**src/rtl/fault_debug_pkg.sv**
```systemverilog
// Purpose: Constants and carriers for the fault and debug status block
// Assumes: 32-bit AXI4-Lite register access, 4 KiB register window
// Notes: Functional notes below list the behaviour the block keeps
//
// Functional notes
// - Fetch violation bit 0 sets only when the faulting fetch is issued.
// - Usage fault status occupies bits 31:16 of the configurable word.
// - Bus fault status occupies bits 15:8 of the configurable word.
// - Memory protection fault status occupies bits 7:0 of that word.
// - Hard fault bit 31 sets on debug event with halting debug off.
// - Debug cause register is updated whenever hard fault bit 31 sets.
// - Hard fault bit 30 sets when a configurable fault is escalated.
// - Hard fault bit 1 sets on vector table read error.
// - Debug cause bit 4 sets on external debug request.
// - Debug cause bit 3 sets on vector catch.
// - Debug cause bit 2 sets on any watchpoint unit debug event.
// - Debug cause bit 1 sets on breakpoint instruction or comparator match.
// - Debug cause bit 0 sets on halt/step request or monitor step.

package fault_debug_pkg;

	// ----------------------------------------------------------------
	// Register map
	// ----------------------------------------------------------------
	localparam int ADDR_W = 12;
	localparam logic [11:0] OFS_CFG_FAULT = 12'hD28;
	localparam logic [11:0] OFS_HARD_FAULT = 12'hD2C;
	localparam logic [11:0] OFS_DEBUG = 12'hD30;
	localparam logic [11:0] OFS_IRQ_STAT = 12'hD40;
	localparam logic [11:0] OFS_IRQ_MASK = 12'hD44;

	// ----------------------------------------------------------------
	// Field positions
	// ----------------------------------------------------------------
	localparam int CF_FETCH_VIOL = 0;
	localparam int CF_USAGE_LSB = 16;
	localparam int CF_BUS_MSB = 15;
	localparam int CF_BUS_LSB = 8;
	localparam int CF_MEM_MSB = 7;
	localparam int HF_DEBUG_EVT = 31;
	localparam int HF_FORCED = 30;
	localparam int HF_VECT_READ = 1;
	localparam int DE_EXTERNAL = 4;
	localparam int DE_VECTOR_CATCH_FLAG = 3;
	localparam int DE_WATCH = 2;
	localparam int DE_BREAKPOINT_EVENT_FLAG = 1;
	localparam int DE_HALTED = 0;
	localparam int IRQ_W = 4;
	localparam int IRQ_CFG = 0;
	localparam int IRQ_FORCED = 1;
	localparam int IRQ_VECT = 2;
	localparam int IRQ_DEBUG = 3;

	// ----------------------------------------------------------------
	// Implemented bits and reset values
	// ----------------------------------------------------------------
	localparam logic [31:0] CF_IMPL = 32'h010F_BFBB;
	localparam logic [31:0] HF_IMPL = 32'hC000_0002;
	localparam logic [31:0] DE_IMPL = 32'h0000_001F;
	localparam logic [31:0] CF_RST = 32'h0000_0000;
	localparam logic [31:0] HF_RST = 32'h0000_0000;
	localparam logic [31:0] DE_RST = 32'h0000_0000;
	localparam logic [3:0] IRQ_RST = 4'h0;
	localparam logic [1:0] RESP_OKAY = 2'h0;
	localparam logic [1:0] RESP_SLVERR = 2'h2;

	// ----------------------------------------------------------------
	// Event carriers
	// ----------------------------------------------------------------
	typedef struct packed {
		logic fetch_violation;
		logic fetch_issued;
		logic escalated;
		logic vector_read_error;
		logic [31:0] other_cause;
	} fault_evt_t;

	typedef struct packed {
		logic external_debug_request;
		logic vector_catch;
		logic watchpoint;
		logic breakpoint;
		logic halt_step_request;
		logic monitor_step;
	} debug_evt_t;

endpackage : fault_debug_pkg

```
**src/rtl/fault_and_debug_status.sv**
```systemverilog
// Purpose: Sticky fault and debug cause registers with AXI4-Lite access
// Assumes: Event inputs are synchronous one-cycle pulses or levels
// Notes: Status bits are write-one-to-clear; a new event beats a clear
`timescale 1ns/100ps

module fault_and_debug_status (
	input wire logic ref_clk_i, // 50 MHz core clock
	input wire logic resetn_i, // Synchronous reset, active low
	input wire fault_debug_pkg::fault_evt_t fault_i, // Fault events
	input wire fault_debug_pkg::debug_evt_t debug_i, // Debug events
	input wire logic halting_debug_en_i, // Halting debug enabled
	input wire logic awvalid_i, // Write address valid
	output logic awready_o, // Write address ready
	input wire logic [11:0] awaddr_i, // Write byte address
	input wire logic wvalid_i, // Write data valid
	output logic wready_o, // Write data ready
	input wire logic [31:0] wdata_i, // Write data
	input wire logic [3:0] wstrb_i, // Write byte strobes
	output logic bvalid_o, // Write response valid
	input wire logic bready_i, // Write response ready
	output logic [1:0] bresp_o, // Write response code
	input wire logic arvalid_i, // Read address valid
	output logic arready_o, // Read address ready
	input wire logic [11:0] araddr_i, // Read byte address
	output logic rvalid_o, // Read data valid
	input wire logic rready_i, // Read data ready
	output logic [31:0] rdata_o, // Read data
	output logic [1:0] rresp_o, // Read response code
	output logic irq_o // Level interrupt
);

	// ----------------------------------------------------------------
	// Helpers
	// ----------------------------------------------------------------
	function automatic logic hit(input logic [11:0] a,
		input logic [11:0] ofs);
		hit = (a[11:2] == ofs[11:2]);
	endfunction : hit

	function automatic logic [31:0] sticky(input logic [31:0] cur,
		input logic [31:0] set, input logic [31:0] clr,
		input logic [31:0] impl);
		// Set is applied after clear so a same-cycle event survives
		sticky = ((cur & ~clr) | set) & impl;
	endfunction : sticky

	// ----------------------------------------------------------------
	// State
	// ----------------------------------------------------------------
	logic aw_got_ff, w_got_ff, awready_ff, wready_ff, bvalid_ff;
	logic arready_ff, rvalid_ff, irq_ff;
	logic [1:0] bresp_ff, rresp_ff;
	logic [11:0] awaddr_ff;
	logic [31:0] wdata_ff, rdata_ff;
	logic [3:0] wstrb_ff;
	logic [31:0] cf_ff, hf_ff, de_ff;
	logic [3:0] is_ff, im_ff;

	// ----------------------------------------------------------------
	// Write channel
	// ----------------------------------------------------------------
	wire aw_hs = awvalid_i & awready_ff;
	wire w_hs = wvalid_i & wready_ff;
	wire b_hs = bvalid_ff & bready_i;
	wire wr_do = aw_got_ff & w_got_ff & ~bvalid_ff;
	wire nxt_aw_got = (aw_got_ff | aw_hs) & ~wr_do;
	wire nxt_w_got = (w_got_ff | w_hs) & ~wr_do;
	wire nxt_bvalid = wr_do | (bvalid_ff & ~b_hs);
	wire nxt_awready = ~nxt_aw_got & ~nxt_bvalid;
	wire nxt_wready = ~nxt_w_got & ~nxt_bvalid;

	wire wr_cf = wr_do & hit(awaddr_ff, fault_debug_pkg::OFS_CFG_FAULT);
	wire wr_hf = wr_do & hit(awaddr_ff, fault_debug_pkg::OFS_HARD_FAULT);
	wire wr_de = wr_do & hit(awaddr_ff, fault_debug_pkg::OFS_DEBUG);
	wire wr_is = wr_do & hit(awaddr_ff, fault_debug_pkg::OFS_IRQ_STAT);
	wire wr_im = wr_do & hit(awaddr_ff, fault_debug_pkg::OFS_IRQ_MASK);
	wire wr_mapped = wr_cf | wr_hf | wr_de | wr_is | wr_im;

	wire [31:0] strb_bits = {{8{wstrb_ff[3]}}, {8{wstrb_ff[2]}},
		{8{wstrb_ff[1]}}, {8{wstrb_ff[0]}}};
	wire [31:0] wbits = wdata_ff & strb_bits;
	wire [31:0] clr_cf = wr_cf ? wbits : 32'h0000_0000;
	wire [31:0] clr_hf = wr_hf ? wbits : 32'h0000_0000;
	wire [31:0] clr_de = wr_de ? wbits : 32'h0000_0000;
	wire [3:0] clr_is = wr_is ? wbits[3:0] : 4'h0;

	always_ff @(posedge ref_clk_i) begin
		if (!resetn_i) begin
			aw_got_ff <= 1'b0;
			w_got_ff <= 1'b0;
			awready_ff <= 1'b0;
			wready_ff <= 1'b0;
			bvalid_ff <= 1'b0;
			bresp_ff <= fault_debug_pkg::RESP_OKAY;
			awaddr_ff <= 12'h000;
			wdata_ff <= 32'h0000_0000;
			wstrb_ff <= 4'h0;
		end else begin
			aw_got_ff <= nxt_aw_got;
			w_got_ff <= nxt_w_got;
			awready_ff <= nxt_awready;
			wready_ff <= nxt_wready;
			bvalid_ff <= nxt_bvalid;
			if (aw_hs) begin
				awaddr_ff <= awaddr_i;
			end
			if (w_hs) begin
				wdata_ff <= wdata_i;
				wstrb_ff <= wstrb_i;
			end
			if (wr_do) begin
				bresp_ff <= wr_mapped ? fault_debug_pkg::RESP_OKAY :
					fault_debug_pkg::RESP_SLVERR;
			end
		end
	end

	// ----------------------------------------------------------------
	// Event capture
	// ----------------------------------------------------------------
	wire fetch_hit = fault_i.fetch_violation & fault_i.fetch_issued;
	// Bit 0 is only reachable through the issued-fetch path
	wire [31:0] set_cf = (fault_i.other_cause
		& fault_debug_pkg::CF_IMPL & ~32'h0000_0001)
		| {31'h0000_0000, fetch_hit};

	wire dbg_any = debug_i.external_debug_request | debug_i.vector_catch
		| debug_i.watchpoint | debug_i.breakpoint
		| debug_i.halt_step_request | debug_i.monitor_step;
	// With halting debug on, the debugger owns the event; no hard fault note
	wire dbg_evt_hf = dbg_any & ~halting_debug_en_i;

	wire [31:0] set_hf = {dbg_evt_hf, fault_i.escalated, 28'h000_0000,
		fault_i.vector_read_error, 1'b0};

	wire [31:0] set_de = {27'h000_0000,
		debug_i.external_debug_request,
		debug_i.vector_catch,
		debug_i.watchpoint,
		debug_i.breakpoint,
		debug_i.halt_step_request | debug_i.monitor_step};

	wire [31:0] nxt_cf = sticky(cf_ff, set_cf, clr_cf,
		fault_debug_pkg::CF_IMPL);
	wire [31:0] nxt_hf = sticky(hf_ff, set_hf, clr_hf,
		fault_debug_pkg::HF_IMPL);
	// Cause bits land on the same edge as the hard fault debug flag
	wire [31:0] nxt_de = sticky(de_ff, set_de, clr_de,
		fault_debug_pkg::DE_IMPL);

	// ----------------------------------------------------------------
	// Interrupt status and mask
	// ----------------------------------------------------------------
	wire [3:0] set_is = {dbg_any, fault_i.vector_read_error,
		fault_i.escalated, |set_cf};
	wire [3:0] nxt_is = (is_ff & ~clr_is) | set_is;
	wire [3:0] nxt_im = (wr_im && wstrb_ff[0]) ? wdata_ff[3:0] : im_ff;
	wire nxt_irq = |(nxt_is & nxt_im);

	always_ff @(posedge ref_clk_i) begin
		if (!resetn_i) begin
			cf_ff <= fault_debug_pkg::CF_RST;
			hf_ff <= fault_debug_pkg::HF_RST;
			de_ff <= fault_debug_pkg::DE_RST;
			is_ff <= fault_debug_pkg::IRQ_RST;
			im_ff <= fault_debug_pkg::IRQ_RST;
			irq_ff <= 1'b0;
		end else begin
			cf_ff <= nxt_cf;
			hf_ff <= nxt_hf;
			de_ff <= nxt_de;
			is_ff <= nxt_is;
			im_ff <= nxt_im;
			irq_ff <= nxt_irq;
		end
	end

	// ----------------------------------------------------------------
	// Read channel
	// ----------------------------------------------------------------
	wire ar_hs = arvalid_i & arready_ff;
	wire r_hs = rvalid_ff & rready_i;
	wire nxt_rvalid = ar_hs | (rvalid_ff & ~r_hs);
	wire rd_cf = hit(araddr_i, fault_debug_pkg::OFS_CFG_FAULT);
	wire rd_hf = hit(araddr_i, fault_debug_pkg::OFS_HARD_FAULT);
	wire rd_de = hit(araddr_i, fault_debug_pkg::OFS_DEBUG);
	wire rd_is = hit(araddr_i, fault_debug_pkg::OFS_IRQ_STAT);
	wire rd_im = hit(araddr_i, fault_debug_pkg::OFS_IRQ_MASK);
	wire rd_mapped = rd_cf | rd_hf | rd_de | rd_is | rd_im;
	// Unmapped words read zero and answer with an error
	wire [31:0] rd_word = ({32{rd_cf}} & cf_ff)
		| ({32{rd_hf}} & hf_ff) | ({32{rd_de}} & de_ff)
		| ({32{rd_is}} & {28'h000_0000, is_ff})
		| ({32{rd_im}} & {28'h000_0000, im_ff});

	always_ff @(posedge ref_clk_i) begin
		if (!resetn_i) begin
			arready_ff <= 1'b0;
			rvalid_ff <= 1'b0;
			rdata_ff <= 32'h0000_0000;
			rresp_ff <= fault_debug_pkg::RESP_OKAY;
		end else begin
			arready_ff <= ~nxt_rvalid;
			rvalid_ff <= nxt_rvalid;
			if (ar_hs) begin
				rdata_ff <= rd_word;
				rresp_ff <= rd_mapped ? fault_debug_pkg::RESP_OKAY :
					fault_debug_pkg::RESP_SLVERR;
			end
		end
	end

	assign awready_o = awready_ff;
	assign wready_o = wready_ff;
	assign bvalid_o = bvalid_ff;
	assign bresp_o = bresp_ff;
	assign arready_o = arready_ff;
	assign rvalid_o = rvalid_ff;
	assign rdata_o = rdata_ff;
	assign rresp_o = rresp_ff;
	assign irq_o = irq_ff;
endmodule : fault_and_debug_status

```
**config.mk**
```make
export PLATFORM = sky130hd
export DESIGN_NAME = fault_and_debug_status
export DESIGN_NICKNAME = d
export VERILOG_FILES = /design/src/rtl/fault_debug_pkg.sv /design/src/rtl/fault_and_debug_status.sv
export SDC_FILE = /design/constraint.sdc
export NUM_CORES = 1
export LEC_CHECK = 0
export BUFFER_PORTS_ARGS = -buffer_cell sky130_fd_sc_hd__buf_2
export CORE_MARGIN = 3
export CORE_UTILIZATION = 26
export CTS_CLUSTER_DIAMETER = 200
export DETAILED_ROUTE_END_ITERATION = 8
export PLACE_DENSITY_LB_ADDON = 0.05
export SLEW_MARGIN = 15
export SYNTH_ARGS = -nofsm -noshare
export SYNTH_HDL_FRONTEND = slang
export SYNTH_SLANG_ARGS = --single-unit
```
**constraint.sdc**
```tcl
create_clock -name ref_clk_i -period 2.05 [get_ports ref_clk_i]
set_clock_uncertainty 0.2 [all_clocks]
set_input_delay 0.1025 -clock ref_clk_i [delete_from_list [all_inputs] [get_ports ref_clk_i]]
set_output_delay 0.1025 -clock ref_clk_i [all_outputs]
set_load 0.005 [all_outputs]
```
==> metrics <==
drt wl/cell=14.7 um; M3 GR Usage=4.83%; # setup viols final=0; hold crit path type=input pin to register; sequential share of the synthesized area=47.7%; max_cap viols=0; CTS Buf Count=9; fin. max-slew vios=0; met2 Usage GRT=24.5%; top_reg_cell synth=dfxtp_1; Mapped Cells=484; async set-reset flop share out of synthesis=0%; Fin. Hold Viols=1; area grow syn2layout=41.2%; R2R Setup Slk=0.13 ns; fraction of layout cells with a size suffix above 1=25.7%; Core ar.=15,500 sq um; RSZ-0062 raised after global routing=false; CP startpoint=fault_i[13]; # DRC=0; GP Congestion=0.752; # clock sinks=100; fmax=518 MHz; Max-Slew Margin vs Limit=66.3%; dpl cells=790; Layout Nets=767; Ys Warns=0; met1 usage=18.6%; hpwl dp=8980 um; WHS=-0.00438 ns; Synth cell types=48; die width=133 um; failing checks=hold timing; number of core rows=45; Critical R2R Capture=cf_ff[15]; Worst Tran Pin Value=0.505 ns; setup TNS=0 ns; Hold Path Depth=5; Clock Pin Slew Worst Setup and Hold Paths=0.07 ns; Pwr Density=766 nW/um^2; outcome=finished, violations left; Req. time, crit path=2.06 ns; starting DRC count in detailed routing=159; Netlist Area Pre-Place=4200 sq um; reg2reg path depth=6; first-pass GRT wire length=20,600 um; IO Pins=152; H-tree depth=3; CTS tree=yes; GRT Max-Usage Layer=met2; initial antenna violation count=0; total power=4.54 mW; crit path DAT=1.94 ns; Clk Latency, worst-skew pair=0.35 ns; CP Capture Type=register; pin count of the biggest net entering global routing=45; Post-Route WL=12,800 um; vias post-DR=3,896; VDD IR max=379 uV; Die Area=17,700 sq um; post-route ant nets=0; Initial Utilization=27.1%; Final min period=1.93 ns; Pre-antenna DRT Iters=4; postcts setup bufs=0; global route total overflow=0; CP max FO=2; Root Buffer=clkbuf_16; vias in the first global route=3,937; startpoint types=input pin; clk buf depth=2; Syn Area/Cell=8.68 sq um; Yosys reg bits=100; reg-to-reg startpoint=awaddr_ff[9]; drt via density=4.46; # port buffers=108; Post-synth EDFFs=0; diode count=0; All-Layer GR Usage=14.7%; period utilization=94.1%; Layout Cells excl Fill=873; Crit Path Category=input pin to register; Die Span Y=133 um; CP Capture Point=irq_o; P_leak=2.45 nW
[critical path, cell delays in order]
cell           delay [ns]
dlygate4sd3_1        0.54
buf_2                0.15
nor4_1               0.25
nand2_1              0.09
nor4_1               0.32
buf_4                0.18
and3_1               0.18
o221ai_1             0.13
[layer usage]
| metal | vias up | share of wire [%] |
|---|---|---|
| met1 | 1814 | 46 |
| li1 | 1973 | - |
| met5 | - | 0 |
| met2 | 99 | 47 |
| met3 | 10 | 5.7 |
| met4 | 0 | 1.2 |
[registers in the layout, indices dropped and copies added, names as in the netlist]
name,cells
de_ff,5
im_ff,4
hf_ff,3
awaddr_ff,10
w_got_ff,1
arready_o,1
is_ff,4
irq_o,1
aw_got_ff,1
awready_o,1
wready_o,1
wdata_ff,21
cf_ff,18
wstrb_ff,4
rvalid_o,1
bvalid_o,1
rresp_o,1
rdata_o,21
bresp_o,1
[cell families (layout without fill, tap and decap cells)]
logic type	Yosys count	in the layout	synth area share, %
muxes	8	8	2.09
and+or+nand+nor	192	192	24.1
AOI/OAI and AO/OA	128	128	18.4
other	1	13	0.0893
buffers and inverters	55	221	7.63
DFF	100	100	47.7
[power by group]
part / switching, mW / internal (mW) / leakage [nW] / total (mW)
Clock: 0.768 / 1.20 / 0.166 / 1.97
Combinational: 0.232 / 0.248 / 1.46 / 0.480
Sequential: 0.0563 / 2.04 / 0.821 / 2.09
[metrics by stage]
stage	area [sq um]	hold WS (ns)	setup WS [ns]	util, %
final	5930	-0.00438	0.121	38.3
after global routing	5930	0.0498	0.00454	38.3
after CTS	5930	0.00238	0.0431	38.3
after detailed placement	4910	0.135	0.0240	31.7
after global placement	4910	0.133	0.00344	31.7
after floorplan	4250	0.0137	0.326	-
[how the worst min path moves through the flow]
stage	start	to	slack [ns]
4_1_cts	debug_i[0]	is_ff[3]	0.002
3_3_place_gp	fault_i[12]	cf_ff[12]	0.13
6_report	debug_i[0]	is_ff[3]	-0.004
5_1_grt	debug_i[0]	is_ff[3]	0.05
3_5_place_dp	fault_i[5]	cf_ff[5]	0.13
2_1_floorplan	resetn_i	im_ff[0]	0.01
[layout make-up]
type	count	area (sq um)
well taps	211	264
multi-input cells	341	1930
clock buffers	9	225
inverters	16	60.1
clock inverters	7	124
repair buffers	189	1330
flip-flops and latches	100	2000
fillers	1614	9550
[placed cells by master (no fill, tap or decap), types with 2 or more instances in the layout]
| cell type | instances |
|---|---|
| nand3b_1 | 2 |
| conb_1 | 13 |
| nand2b_1 | 3 |
| nand3_2 | 8 |
| buf_4 | 13 |
| and4b_1 | 2 |
| nand3_1 | 9 |
| inv_1 | 15 |
| and3b_1 | 3 |
| a21oi_2 | 8 |
| dlygate4sd3_1 | 67 |
| o21a_1 | 15 |
| mux2i_1 | 2 |
| a21oi_1 | 63 |
| and2_1 | 4 |
| clkinv_4 | 2 |
| nand4_1 | 4 |
| a21boi_0 | 13 |
| nor3_1 | 5 |
| buf_2 | 108 |
| and3_1 | 5 |
| o21ai_0 | 19 |
| nand2_1 | 108 |
| mux2_2 | 6 |
| bufinv_16 | 3 |
| dfxtp_1 | 100 |
| a221oi_1 | 4 |
| nor2_1 | 19 |
| clkbuf_16 | 9 |
| nor4_1 | 5 |
| nor4bb_1 | 2 |
[cell usage after synthesis (2+ instances only)]
library cell | instances | area [sq um]
a21boi_0 | 13 | 97.6
a21oi_1 | 63 | 315
a21oi_2 | 8 | 70.1
a221oi_1 | 4 | 35.0
and2_1 | 4 | 25.0
and3_1 | 5 | 31.3
and3b_1 | 4 | 35.0
and4b_1 | 2 | 20.0
buf_2 | 2 | 10.0
buf_4 | 14 | 105
buf_6 | 3 | 33.8
clkbuf_1 | 17 | 63.8
clkbuf_8 | 2 | 27.5
dfxtp_1 | 100 | 2000
inv_1 | 16 | 60.1
mux2_2 | 6 | 67.6
mux2i_1 | 2 | 20.0
nand2_1 | 108 | 405
nand2b_1 | 3 | 18.8
nand3_1 | 9 | 45.0
nand3_2 | 8 | 80.1
nand3b_1 | 2 | 15.0
nand4_1 | 4 | 25.0
nor2_1 | 20 | 75.1
nor3_1 | 5 | 25.0
nor4_1 | 5 | 31.3
nor4bb_1 | 2 | 20.0
o21a_1 | 15 | 113
o21ai_0 | 19 | 95.1
[timing repair]
action,in CTS,in global routing
endpoints found under the hold margin,72,0
hold buffers,67,0
endpoints found under the setup margin,0,6
gates resized for setup,0,2
(Power assumes the default switching activity.)
